$ cat config.mk
export PLATFORM = sky130hd
export DESIGN_NAME = bdsu_debug_unit
export DESIGN_NICKNAME = d
export VERILOG_FILES = /design/src/shared/bdsu_pkg.sv /design/src/rtl/bdsu_debug_unit.sv /design/src/rtl/bdsu_bp_match.sv /design/src/rtl/bdsu_branch_rec.sv
export SDC_FILE = /design/constraint.sdc
export NUM_CORES = 1
export LEC_CHECK = 0
export BUFFER_PORTS_ARGS = -buffer_cell sky130_fd_sc_hd__buf_2
export CELL_PAD_IN_SITES_DETAIL_PLACEMENT = 1
export CELL_PAD_IN_SITES_GLOBAL_PLACEMENT = 2
export CORE_UTILIZATION = 42
export CTS_CLUSTER_SIZE = 30
export DETAILED_ROUTE_END_ITERATION = 10
export GPL_TIMING_DRIVEN = 0
export PLACE_DENSITY = 0.9
export SLEW_MARGIN = 20
export SYNTH_ARGS = -nofsm -noshare
export SYNTH_HDL_FRONTEND = slang
export SYNTH_HIERARCHICAL = 1
export SYNTH_SLANG_ARGS = --single-unit
$ cat constraint.sdc
create_clock -name sys_clk -period 3.9 [get_ports sys_clk]
set_clock_uncertainty 0.1 [all_clocks]
set_input_delay 0.78 -clock sys_clk [delete_from_list [all_inputs] [get_ports sys_clk]]
set_output_delay 0.78 -clock sys_clk [all_outputs]
set_load 0.005 [all_outputs]
$ cat src/shared/bdsu_pkg.sv
`default_nettype none
package bdsu_pkg;
  // ----------------------------------------------------------------
  // Register indices of the move-to/from-debug-register port
  // ----------------------------------------------------------------
  localparam logic [2:0] IDX_BP0       = 3'h0;
  localparam logic [2:0] IDX_RSVD_STAT = 3'h4;
  localparam logic [2:0] IDX_RSVD_CTL  = 3'h5;
  localparam logic [2:0] IDX_STATUS    = 3'h6;
  localparam logic [2:0] IDX_CONTROL   = 3'h7;
  localparam logic [2:0] ALIAS_STEP    = 3'h2;

  // ----------------------------------------------------------------
  // Field layout and reset values
  // ----------------------------------------------------------------
  localparam int          NUM_BP      = 4;
  localparam int          ST_HIT_W    = 4;
  localparam int          ST_REG_ACC  = 13;
  localparam int          ST_STEP     = 14;
  localparam int          ST_TASK     = 15;
  localparam int          CTL_LOCAL0  = 0;
  localparam int          CTL_GUARD   = 13;
  localparam int          CTL_RW0     = 16;
  localparam int          CTL_LEN0    = 18;
  localparam int          CTL_STRIDE  = 4;
  localparam logic [31:0] STATUS_RST  = 32'h0000_0000;
  localparam logic [31:0] CONTROL_RST = 32'h0000_0000;
  localparam logic [31:0] BP_ADDR_RST = 32'h0000_0000;
  localparam logic [31:0] LOCAL_MASK  = 32'h0000_0055;

  // ----------------------------------------------------------------
  // Types
  // ----------------------------------------------------------------
  typedef enum logic [1:0] {
    ACC_FETCH = 2'h0,
    ACC_DATA  = 2'h1,
    ACC_IO    = 2'h2
  } bdsu_kind_e;

  typedef struct packed {
    logic        valid;
    bdsu_kind_e  kind;
    logic        wr;
    logic [1:0]  size;
    logic [31:0] addr;
  } bdsu_acc_s;

  typedef struct packed {
    logic        valid;
    logic        write;
    logic [2:0]  idx;
    logic [31:0] wdata;
  } bdsu_dreq_s;

  typedef struct packed {
    logic [31:0] src;
    logic [31:0] dst;
  } bdsu_brec_s;
endpackage : bdsu_pkg
`default_nettype wire

$ cat src/rtl/bdsu_debug_unit.sv
`timescale 1ns/1ps
`default_nettype none
// Summary of operation
// RULE_01 - Four independent breakpoints, each with address, length, access type, enable.
// RULE_02 - Each breakpoint address register holds a 32-bit linear address.
// RULE_03 - Breakpoints compare linear addresses, before any physical translation.
// RULE_04 - Debug register moves allowed only in real mode, system management mode or privilege 0.
// RULE_05 - With extensions on, the two reserved slots raise invalid-opcode fault.
// RULE_06 - With extensions off, reserved slots alias to status and control.
// RULE_07 - Status register changes by hardware only when a debug exception fires.
// RULE_08 - Status bits 0-3 show which breakpoint conditions were met.
// RULE_09 - Handler checks only hit bits of enabled breakpoints.
// RULE_10 - Status bit 13 flags a debug register access, only with guard set.
// RULE_11 - Single-step enable raises a debug exception after every instruction.
// RULE_12 - Status bit 14 marks a single-step cause.
// RULE_13 - Single-step ranks highest; other bits may accompany it.
// RULE_14 - Task switch with segment trap flag raises exception, sets bit 15.
// RULE_15 - Task-switch trap has no control enable; segment trap flag only.
// RULE_16 - Exceptions may clear bits 0-3; other status bits never cleared by hardware.
// RULE_17 - Handler software should clear the status register before returning.
// RULE_18 - Resume flag suppresses repeated debug exceptions on one instruction.
// RULE_19 - Breakpoint instruction raises a breakpoint trap to the debugger.
// RULE_20 - Each branch record holds source and destination addresses.
// RULE_21 - Breakpoints fire only when enabled; local enables drop on task switch.
// RULE_22 - Guard sets bit 13 before exception on register move; cleared at entry.
// RULE_23 - Access type: 00 fetch, 01 write, 10 I/O if extensions, 11 data.
// RULE_24 - Exception is a one-cycle pulse with its status bits that cycle.
module bdsu_debug_unit #(
  parameter int NBP      = 4,
  parameter int BR_DEPTH = 4,
  parameter int BR_AW    = 2
) (
  input  wire logic                 sys_clk,
  input  wire logic                 rst_n,
  input  wire bdsu_pkg::bdsu_dreq_s dreq,
  input  wire logic                 real_mode,
  input  wire logic                 system_mgmt_mode,
  input  wire logic [1:0]           current_privilege_level,
  input  wire logic                 extensions_on,
  input  wire bdsu_pkg::bdsu_acc_s  acc,
  input  wire logic                 instr_retire,
  input  wire logic                 single_step_enable,
  input  wire logic                 resume_flag,
  input  wire logic                 task_switch,
  input  wire logic                 segment_trap_flag,
  input  wire logic                 int3_exec,
  input  wire logic                 br_valid,
  input  wire bdsu_pkg::bdsu_brec_s br_rec,
  input  wire logic [BR_AW-1:0]     br_rd_idx,
  output logic                      debug_exception,
  output logic [31:0]               exc_cause,
  output logic                      protection_fault,
  output logic                      invalid_opcode_fault,
  output logic                      breakpoint_trap,
  output logic                      rd_valid,
  output logic [31:0]               rd_data,
  output logic [31:0]               debug_cause_status,
  output logic [31:0]               breakpoint_control_reg,
  output bdsu_pkg::bdsu_brec_s      br_rd_rec,
  output logic [BR_AW-1:0]          br_top_idx
);
  // ----------------------------------------------------------------
  // Storage
  // ----------------------------------------------------------------
  logic [31:0]       bp_addr_q [NBP];
  logic [32*NBP-1:0] bp_flat;
  logic [31:0]       status_q;
  logic [31:0]       ctl_q;
  logic [31:0]       ctl_d;
  logic [NBP-1:0]    hit;
  logic [NBP-1:0]    en;
  logic              priv_ok;
  logic              rsvd;
  logic              rsvd_fault;
  logic              prot_d;
  logic              inval_d;
  logic              guard_d;
  logic              mov_ok;
  logic [2:0]        eff_idx;
  logic              ss_d;
  logic              ts_d;
  logic              exc_d;
  logic [31:0]       cause_d;
  logic              sw_wr_stat;
  logic              sw_wr_q;
  logic [31:0]       rd_mux;

  // ----------------------------------------------------------------
  // Access checks
  // ----------------------------------------------------------------
  // RULE_04 privilege gate
  assign priv_ok    = real_mode || system_mgmt_mode || (current_privilege_level == 2'h0);
  assign rsvd       = (dreq.idx == bdsu_pkg::IDX_RSVD_STAT) || (dreq.idx == bdsu_pkg::IDX_RSVD_CTL);
  assign rsvd_fault = rsvd && extensions_on;
  assign prot_d     = dreq.valid && !priv_ok;
  // RULE_05 reserved slot fault
  assign inval_d    = dreq.valid && priv_ok && rsvd_fault;
  // Guard traps the move itself, so the access is never performed
  // RULE_10 guard detection
  // RULE_22 move trapped first
  assign guard_d    = dreq.valid && priv_ok && !rsvd_fault && ctl_q[bdsu_pkg::CTL_GUARD];
  assign mov_ok     = dreq.valid && priv_ok && !rsvd_fault && !ctl_q[bdsu_pkg::CTL_GUARD];
  // RULE_06 alias to status, control
  assign eff_idx    = rsvd ? 3'(dreq.idx + bdsu_pkg::ALIAS_STEP) : dreq.idx;
  assign sw_wr_stat = mov_ok && dreq.write && (eff_idx == bdsu_pkg::IDX_STATUS);

  // ----------------------------------------------------------------
  // Breakpoint compare
  // ----------------------------------------------------------------
  genvar g;
  generate
    for (g = 0; g < NBP; g++) begin : g_en
      assign bp_flat[32*g +: 32] = bp_addr_q[g];
      // RULE_21 local or global enable
      assign en[g] = ctl_q[bdsu_pkg::CTL_LOCAL0 + 2*g] || ctl_q[bdsu_pkg::CTL_LOCAL0 + 2*g + 1];
    end
  endgenerate

  // RULE_01 four breakpoints
  bdsu_bp_match #(
    .N           (NBP)
  ) u_match (
    .acc         (acc),
    .bp_addr     (bp_flat),
    .ctl         (ctl_q),
    .ext_on      (extensions_on),
    .resume_flag (resume_flag),
    .hit         (hit)
  );

  // ----------------------------------------------------------------
  // Exception decision
  // ----------------------------------------------------------------
  // RULE_11 step after each instruction
  assign ss_d  = instr_retire && single_step_enable;
  // RULE_15 segment trap flag only
  assign ts_d  = task_switch && segment_trap_flag;
  assign exc_d = ss_d || ts_d || guard_d || (|(hit & en));

  always_comb begin
    cause_d = 32'h0000_0000;
    // RULE_08 hit bits, enabled or not
    cause_d[NBP-1:0]             = hit;
    cause_d[bdsu_pkg::ST_REG_ACC] = guard_d;
    // RULE_12 single-step bit
    // RULE_13 step beside other causes
    cause_d[bdsu_pkg::ST_STEP]    = ss_d;
    // RULE_14 task switch bit
    cause_d[bdsu_pkg::ST_TASK]    = ts_d;
  end

  // ----------------------------------------------------------------
  // Status register
  // ----------------------------------------------------------------
  // RULE_07 hardware update only on exception; software write also loads
  // RULE_16 only hit bits replaced
  // Software write and event in one cycle: the event's set bits win
  always_ff @(posedge sys_clk or negedge rst_n) begin
    if (!rst_n) begin
      status_q <= bdsu_pkg::STATUS_RST;
    end else if (exc_d) begin
      status_q <= {(sw_wr_stat ? dreq.wdata[31:4] : status_q[31:4]) | cause_d[31:4],
                   cause_d[3:0]};
    end else if (sw_wr_stat) begin
      status_q <= dreq.wdata;
    end
  end

  always_ff @(posedge sys_clk or negedge rst_n) begin
    if (!rst_n) begin
      sw_wr_q <= 1'b0;
    end else begin
      sw_wr_q <= sw_wr_stat;
    end
  end

  // ----------------------------------------------------------------
  // Control register
  // ----------------------------------------------------------------
  // Order matters: switch and handler entry override a same-cycle write
  always_comb begin
    ctl_d = ctl_q;
    if (mov_ok && dreq.write && eff_idx == bdsu_pkg::IDX_CONTROL) begin
      ctl_d = dreq.wdata;
    end
    // RULE_21 locals cleared on switch
    if (task_switch) begin
      ctl_d = ctl_d & ~bdsu_pkg::LOCAL_MASK;
    end
    // RULE_22 guard off for handler
    if (exc_d) begin
      ctl_d[bdsu_pkg::CTL_GUARD] = 1'b0;
    end
  end

  always_ff @(posedge sys_clk or negedge rst_n) begin
    if (!rst_n) begin
      ctl_q <= bdsu_pkg::CONTROL_RST;
    end else begin
      ctl_q <= ctl_d;
    end
  end

  // ----------------------------------------------------------------
  // Breakpoint address registers
  // ----------------------------------------------------------------
  generate
    for (g = 0; g < NBP; g++) begin : g_addr
      // RULE_02 32-bit linear address
      always_ff @(posedge sys_clk or negedge rst_n) begin
        if (!rst_n) begin
          bp_addr_q[g] <= bdsu_pkg::BP_ADDR_RST;
        end else if (mov_ok && dreq.write && eff_idx == 3'(g)) begin
          bp_addr_q[g] <= dreq.wdata;
        end
      end
    end
  endgenerate

  // ----------------------------------------------------------------
  // Read path
  // ----------------------------------------------------------------
  always_comb begin
    rd_mux = 32'h0000_0000;
    unique case (eff_idx)
      bdsu_pkg::IDX_STATUS:  rd_mux = status_q;
      bdsu_pkg::IDX_CONTROL: rd_mux = ctl_q;
      default:               rd_mux = (eff_idx < 3'(NBP)) ? bp_addr_q[eff_idx[1:0]] : 32'h0;
    endcase
  end

  // Read data holds between reads; only rd_valid marks a fresh word
  always_ff @(posedge sys_clk or negedge rst_n) begin
    if (!rst_n) begin
      rd_valid <= 1'b0;
      rd_data  <= 32'h0000_0000;
    end else begin
      rd_valid <= mov_ok && !dreq.write;
      if (mov_ok && !dreq.write) begin
        rd_data <= rd_mux;
      end
    end
  end

  // ----------------------------------------------------------------
  // Exception pulses to the core
  // ----------------------------------------------------------------
  // RULE_24 pulse with cause bits
  always_ff @(posedge sys_clk or negedge rst_n) begin
    if (!rst_n) begin
      debug_exception <= 1'b0;
      exc_cause       <= 32'h0000_0000;
    end else begin
      debug_exception <= exc_d;
      exc_cause       <= exc_d ? cause_d : 32'h0000_0000;
    end
  end

  always_ff @(posedge sys_clk or negedge rst_n) begin
    if (!rst_n) begin
      protection_fault     <= 1'b0;
      invalid_opcode_fault <= 1'b0;
    end else begin
      protection_fault     <= prot_d;
      invalid_opcode_fault <= inval_d;
    end
  end

  // RULE_19 breakpoint instruction trap
  always_ff @(posedge sys_clk or negedge rst_n) begin
    if (!rst_n) begin
      breakpoint_trap <= 1'b0;
    end else begin
      breakpoint_trap <= int3_exec;
    end
  end

  assign debug_cause_status     = status_q;
  assign breakpoint_control_reg = ctl_q;

  // ----------------------------------------------------------------
  // Branch records
  // ----------------------------------------------------------------
  // RULE_20 taken branch records
  bdsu_branch_rec #(
    .DEPTH   (BR_DEPTH),
    .AW      (BR_AW)
  ) u_brec (
    .sys_clk (sys_clk),
    .rst_n   (rst_n),
    .br_valid(br_valid),
    .br_rec  (br_rec),
    .rd_idx  (br_rd_idx),
    .rd_rec  (br_rd_rec),
    .top_idx (br_top_idx)
  );
endmodule : bdsu_debug_unit
`default_nettype wire

$ cat src/rtl/bdsu_bp_match.sv
`timescale 1ns/1ps
`default_nettype none
module bdsu_bp_match #(
  parameter int N = 4
) (
  input  wire bdsu_pkg::bdsu_acc_s acc,
  input  wire logic [32*N-1:0]     bp_addr,
  input  wire logic [31:0]         ctl,
  input  wire logic                ext_on,
  input  wire logic                resume_flag,
  output logic [N-1:0]             hit
);
  // ----------------------------------------------------------------
  // Decoders
  // ----------------------------------------------------------------
  // RULE_23 access type decode
  function automatic logic type_ok(input logic [1:0] rw, input bdsu_pkg::bdsu_acc_s a,
                                   input logic ext);
    unique case (rw)
      2'h0: type_ok = (a.kind == bdsu_pkg::ACC_FETCH);
      2'h1: type_ok = (a.kind == bdsu_pkg::ACC_DATA) && a.wr;
      2'h2: type_ok = (a.kind == bdsu_pkg::ACC_IO) && ext;
      2'h3: type_ok = (a.kind == bdsu_pkg::ACC_DATA);
    endcase
  endfunction : type_ok

  function automatic logic [31:0] span(input logic [1:0] sz);
    unique case (sz)
      2'h0: span = 32'h0000_0000;
      2'h1: span = 32'h0000_0001;
      2'h2: span = 32'h0000_0007;
      2'h3: span = 32'h0000_0003;
    endcase
  endfunction : span

  // ----------------------------------------------------------------
  // Per-breakpoint compare
  // ----------------------------------------------------------------
  genvar i;
  generate
    for (i = 0; i < N; i++) begin : g_bp
      logic [1:0]  rw;
      logic [1:0]  len;
      logic [31:0] lo;
      logic [32:0] hi;
      logic [32:0] a_hi;
      assign rw   = ctl[bdsu_pkg::CTL_RW0 + bdsu_pkg::CTL_STRIDE*i +: 2];
      assign len  = ctl[bdsu_pkg::CTL_LEN0 + bdsu_pkg::CTL_STRIDE*i +: 2];
      // Low address bits masked by length, as alignment is required
      assign lo   = bp_addr[32*i +: 32] & ~span(len);
      assign hi   = {1'b0, lo | span(len)};
      assign a_hi = {1'b0, acc.addr} + {1'b0, span(acc.size)};
      // RULE_03 linear compare untranslated
      // RULE_18 resume suppresses refetch
      assign hit[i] = acc.valid && type_ok(rw, acc, ext_on)
                      && !(resume_flag && acc.kind == bdsu_pkg::ACC_FETCH)
                      && ({1'b0, acc.addr} <= hi) && ({1'b0, lo} <= a_hi);
    end
  endgenerate
endmodule : bdsu_bp_match
`default_nettype wire

$ cat src/rtl/bdsu_branch_rec.sv
`timescale 1ns/1ps
`default_nettype none
module bdsu_branch_rec #(
  parameter int DEPTH = 4,
  parameter int AW    = 2
) (
  input  wire logic                 sys_clk,
  input  wire logic                 rst_n,
  input  wire logic                 br_valid,
  input  wire bdsu_pkg::bdsu_brec_s br_rec,
  input  wire logic [AW-1:0]        rd_idx,
  output bdsu_pkg::bdsu_brec_s      rd_rec,
  output logic [AW-1:0]             top_idx
);
  bdsu_pkg::bdsu_brec_s mem_q [DEPTH];
  logic [AW-1:0]        wp_q;

  // ----------------------------------------------------------------
  // Circular record stack
  // ----------------------------------------------------------------
  // RULE_20 source and destination kept
  always_ff @(posedge sys_clk or negedge rst_n) begin
    if (!rst_n) begin
      for (int k = 0; k < DEPTH; k++) begin
        mem_q[k] <= '0;
      end
    end else if (br_valid) begin
      mem_q[wp_q] <= br_rec;
    end
  end

  always_ff @(posedge sys_clk or negedge rst_n) begin
    if (!rst_n) begin
      wp_q <= '0;
    end else if (br_valid) begin
      wp_q <= AW'(wp_q + 1'b1);
    end
  end

  always_ff @(posedge sys_clk or negedge rst_n) begin
    if (!rst_n) begin
      rd_rec <= '0;
    end else begin
      rd_rec <= mem_q[rd_idx];
    end
  end

  assign top_idx = AW'(wp_q - 1'b1);
endmodule : bdsu_branch_rec
`default_nettype wire

==> results.yml <==
status:
  outcome: "finished with violations"
  violations: "negative setup slack"
setup_path:
  cp_max_fo: 6
  r2r_setup_slack_ns: 0.20
  r2r_cells: 13
  path_class: "input pin to register"
  endpoint_kind: "register"
  startpoint_type: "input pin"
  cp_data_required_time_ns: 4.33
  r2r-end: "debug_cause_status[2]"
  r2r-start: "bp_addr_q[103]"
  cp_data_arrival_time_ns: 4.93
grt:
  grt_pass1_wl_mm: 165
  gr-usage-all-layers_pct: 28.6
  overflow: 0
  grt_pass1_vias: 25000
  antenna_found_initial: 16
  grt_max_degree: 106
clocking:
  cts_sinks: 558
  cts_tree: "done"
  clk_pin_slew_ns: 0.06
  insertion_delay_ns: 0.65
  root_buffer: "clkbuf_16"
  cts_buffer_depth: 3
  postCtsHoldBufs: 0
  cts_buffers: 60
  htree_num_levels: 2
timing:
  clock.fmax_mhz: 222
  period_needed_ns: 4.50
  timing.hold.ws_ns: 0.00380
  slew-limit-headroom_pct: 31.6
  timing.final.crit_share_pct: 115
  rsz0062_at_grt: "true"
  fin_ws_ns: -0.596
  hold_viol: 0
  setup_viol: 10
  tns_ns: -5.64
  worst_slew_pin_slew_ns: 1.02
  timing.final.max_slew_violations: 0
worst_hold_path:
  min_path_type: "input pin to async pin"
routing:
  dr.pass1.iters: 5
  routedWlPerCell_um: 28.6
  drc: 0
  drt_iter0_drc: 1385
  viasPerCell: 5.77
  via_count: 22400
  routed_wl_mm: 111
  ant_nets: 0
place:
  dp_hpwl_mm: 81.1
  io_buffers: 324
  finalWeightedCongestion: 0.957
  placed_cells: 3726
  post-place-ws_ns: -2.09
floorplanning:
  die_w_um: 278
  core_um2: 74900
  die_y_um: 278
  ios: 354
  dieArea_um2: 77400
  num_rows: 100
  start_util_pct: 42.8
finish:
  drive_gt1_share_pct: 40.6
  fill_cells: 7553
  regMostFlops: "u_brec/mem_q"
  synthToLayoutAreaGrowth_pct: 19.1
  final_cells: 3876
  final_nets: 3268
  reg_top3: "u_brec/mem_q (256), bp_addr_q (128), u_brec/rd_rec (64)"
  post-route-util_pct: 50.9
  largest_reg_flops: 256
power_and_ir_drop:
  p_leak_nw: 18.4
  power.density_nw_per_um2: 649
  peakVddDrop_mv: 0.576
yosys:
  ys_warn_count: 6
  synth-edff-count: 0
  synth_cell_types: 93
  async_flop_share_pct: 100
  synth-compound-area-share_pct: 7.06
  muxShareOfSynthArea_pct: 26.2
  synth_top_family_by_area: "multiplexers"
  ys.flop_type: "dfrtp_1"
  synth_area_um2: 32000
  ys_seq_elements: 558
  yosys.area_share.simple_pct: 6.58
  yosysSeqAreaShare_pct: 43.6
  synth_area_per_cell_um2: 13.3
  synth_xor_xnor_area_share_pct: 0.972
  syn_inst: 2404
  synthAdderAreaFrac_pct: 10.3
run:
  maxCapViolations: 0
## worst max-delay path: stages
cell	delay [ns]
buf_12	0.09
or2_4	0.11
ha_4	0.13
inv_2	0.04
fa_2	0.38
nor2b_4	0.15
nor2_4	0.06
nor4_4	0.26
buf_6	0.19
nand2_1	0.09
xor2_2	0.19
buf_4	0.17
ha_4	0.26
nand4_1	0.17
nor2_4	0.21
a21boi_1	0.34
o311ai_4	0.17
a41oi_2	0.23
nor3_4	0.09
o21ai_1	0.12
and4_4	0.26
and3_4	0.23
inv_4	0.06
and2_1	0.13
## cell usage in the layout (no fill, tap or decap), types with 9 or more instances in the layout
master     Yosys  routed
buf_2         18     326
a21o_1        48      48
mux2i_1       33      32
clkbuf_8       0      13
mux4_2        95      95
inv_1        143     141
or3_1          9       9
nand2_1       77      76
nor2b_1       17      16
buf_12        32      33
mux2_4       261     261
conb_1         1      25
buf_4         34      73
nor2_1        47      43
dfrtp_1      558     558
nor3_1        45      43
a21oi_1      117     113
nand3_1       48      40
clkinv_2       0      11
clkbuf_1      19      32
mux2_2       146     146
a211oi_1      10       9
o21ai_0       80      71
ha_1         261     251
clkbuf_16      0      60
a31oi_1       11       9
o211ai_1      14      14
ha_4           0      10
xor2_2         0      12
nand4_1       49      49
mux2_1        30      30
buf_6          8      15
diode_2        0       9
## power breakdown
group	leakage, nW	switching [mW]	total (mW)	internal, mW
logic	10.6	3.82	8.87	5.05
clock network	0.997	2.54	5.96	3.42
registers	6.80	1.86	9.95	8.08
total	18.4	8.22	24.8	16.6
## layer usage
metal	part of all wire [%]	global-route usage, %
met1	40	35.4
met5	0.059	0
met3	7.1	7.35
met4	3.0	8.44
met2	50	48.9
## through the flow
stage / area (um2) / power (mW)
finish: 38200 / 24.8
global route: 38200 / 25.9
CTS: 38000 / 24.8
detailed placement: 35200 / 18.4
global placement: 35100 / 17.7
floorplan: 32200 / 15.2
## area by class of cell
type / instances / area, um2 / share of cell area (%)
Multi-Input combinational cell: 1613 / 17100 / 44.9
Sequential cell: 558 / 14000 / 36.6
Timing Repair Buffer: 362 / 2100 / 5.50
Clock buffer: 87 / 1730 / 4.54
Tap cell: 969 / 1210 / 3.18
Buffer: 112 / 1160 / 3.05
Inverter: 144 / 546 / 1.43
Clock inverter: 22 / 305 / 0.800
Antenna cell: 9 / 22.5 / 0.0590
## repair_timing
action                                  in CTS  in global routing
pin swaps                                   45                 20
resized for setup                          103                 20
buffers inserted                            31                  4
endpoints found under the hold margin        0                  0
endpoints found under the setup margin      10                 10
## cell usage after synthesis, types with 30 or more instances
master,count,area [um2]
a21o_1,48,360
a21oi_1,117,586
buf_12,32,641
buf_4,34,255
dfrtp_1,558,14000
ha_1,261,3270
inv_1,143,537
mux2_1,30,338
mux2_2,146,1640
mux2_4,261,3920
mux2i_1,33,330
mux4_2,95,2140
nand2_1,77,289
nand3_1,48,240
nand4_1,49,307
nor2_1,47,176
nor3_1,45,225
o21ai_0,80,400
## cells by family after synthesis
family                     after synthesis
and+or+nand+nor                        372
DFF                                    558
muxes                                  566
adders and majority gates              262
AOI/OAI and AO/OA                      354
buffers and inverters                  257
other                                    1
xor gates and xnor gates                34
## worst max path at each step
| stage | from | to | slack [ns] | depth (start not counted) |
|---|---|---|---|---|
| CTS | acc[33] | exc_cause[1] | -0.51 | 23 |
| floorplan | acc[33] | exc_cause[0] | -0.64 | 21 |
| global placement | rst_n | u_brec/rd_rec[43] | -9.18 | 1 |
| global route | acc[33] | exc_cause[0] | -0.72 | 24 |
| detailed placement | acc[33] | exc_cause[1] | -2.09 | 21 |
| finish | acc[33] | exc_cause[0] | -0.60 | 24 |
Power figures use the tool's default switching activity.
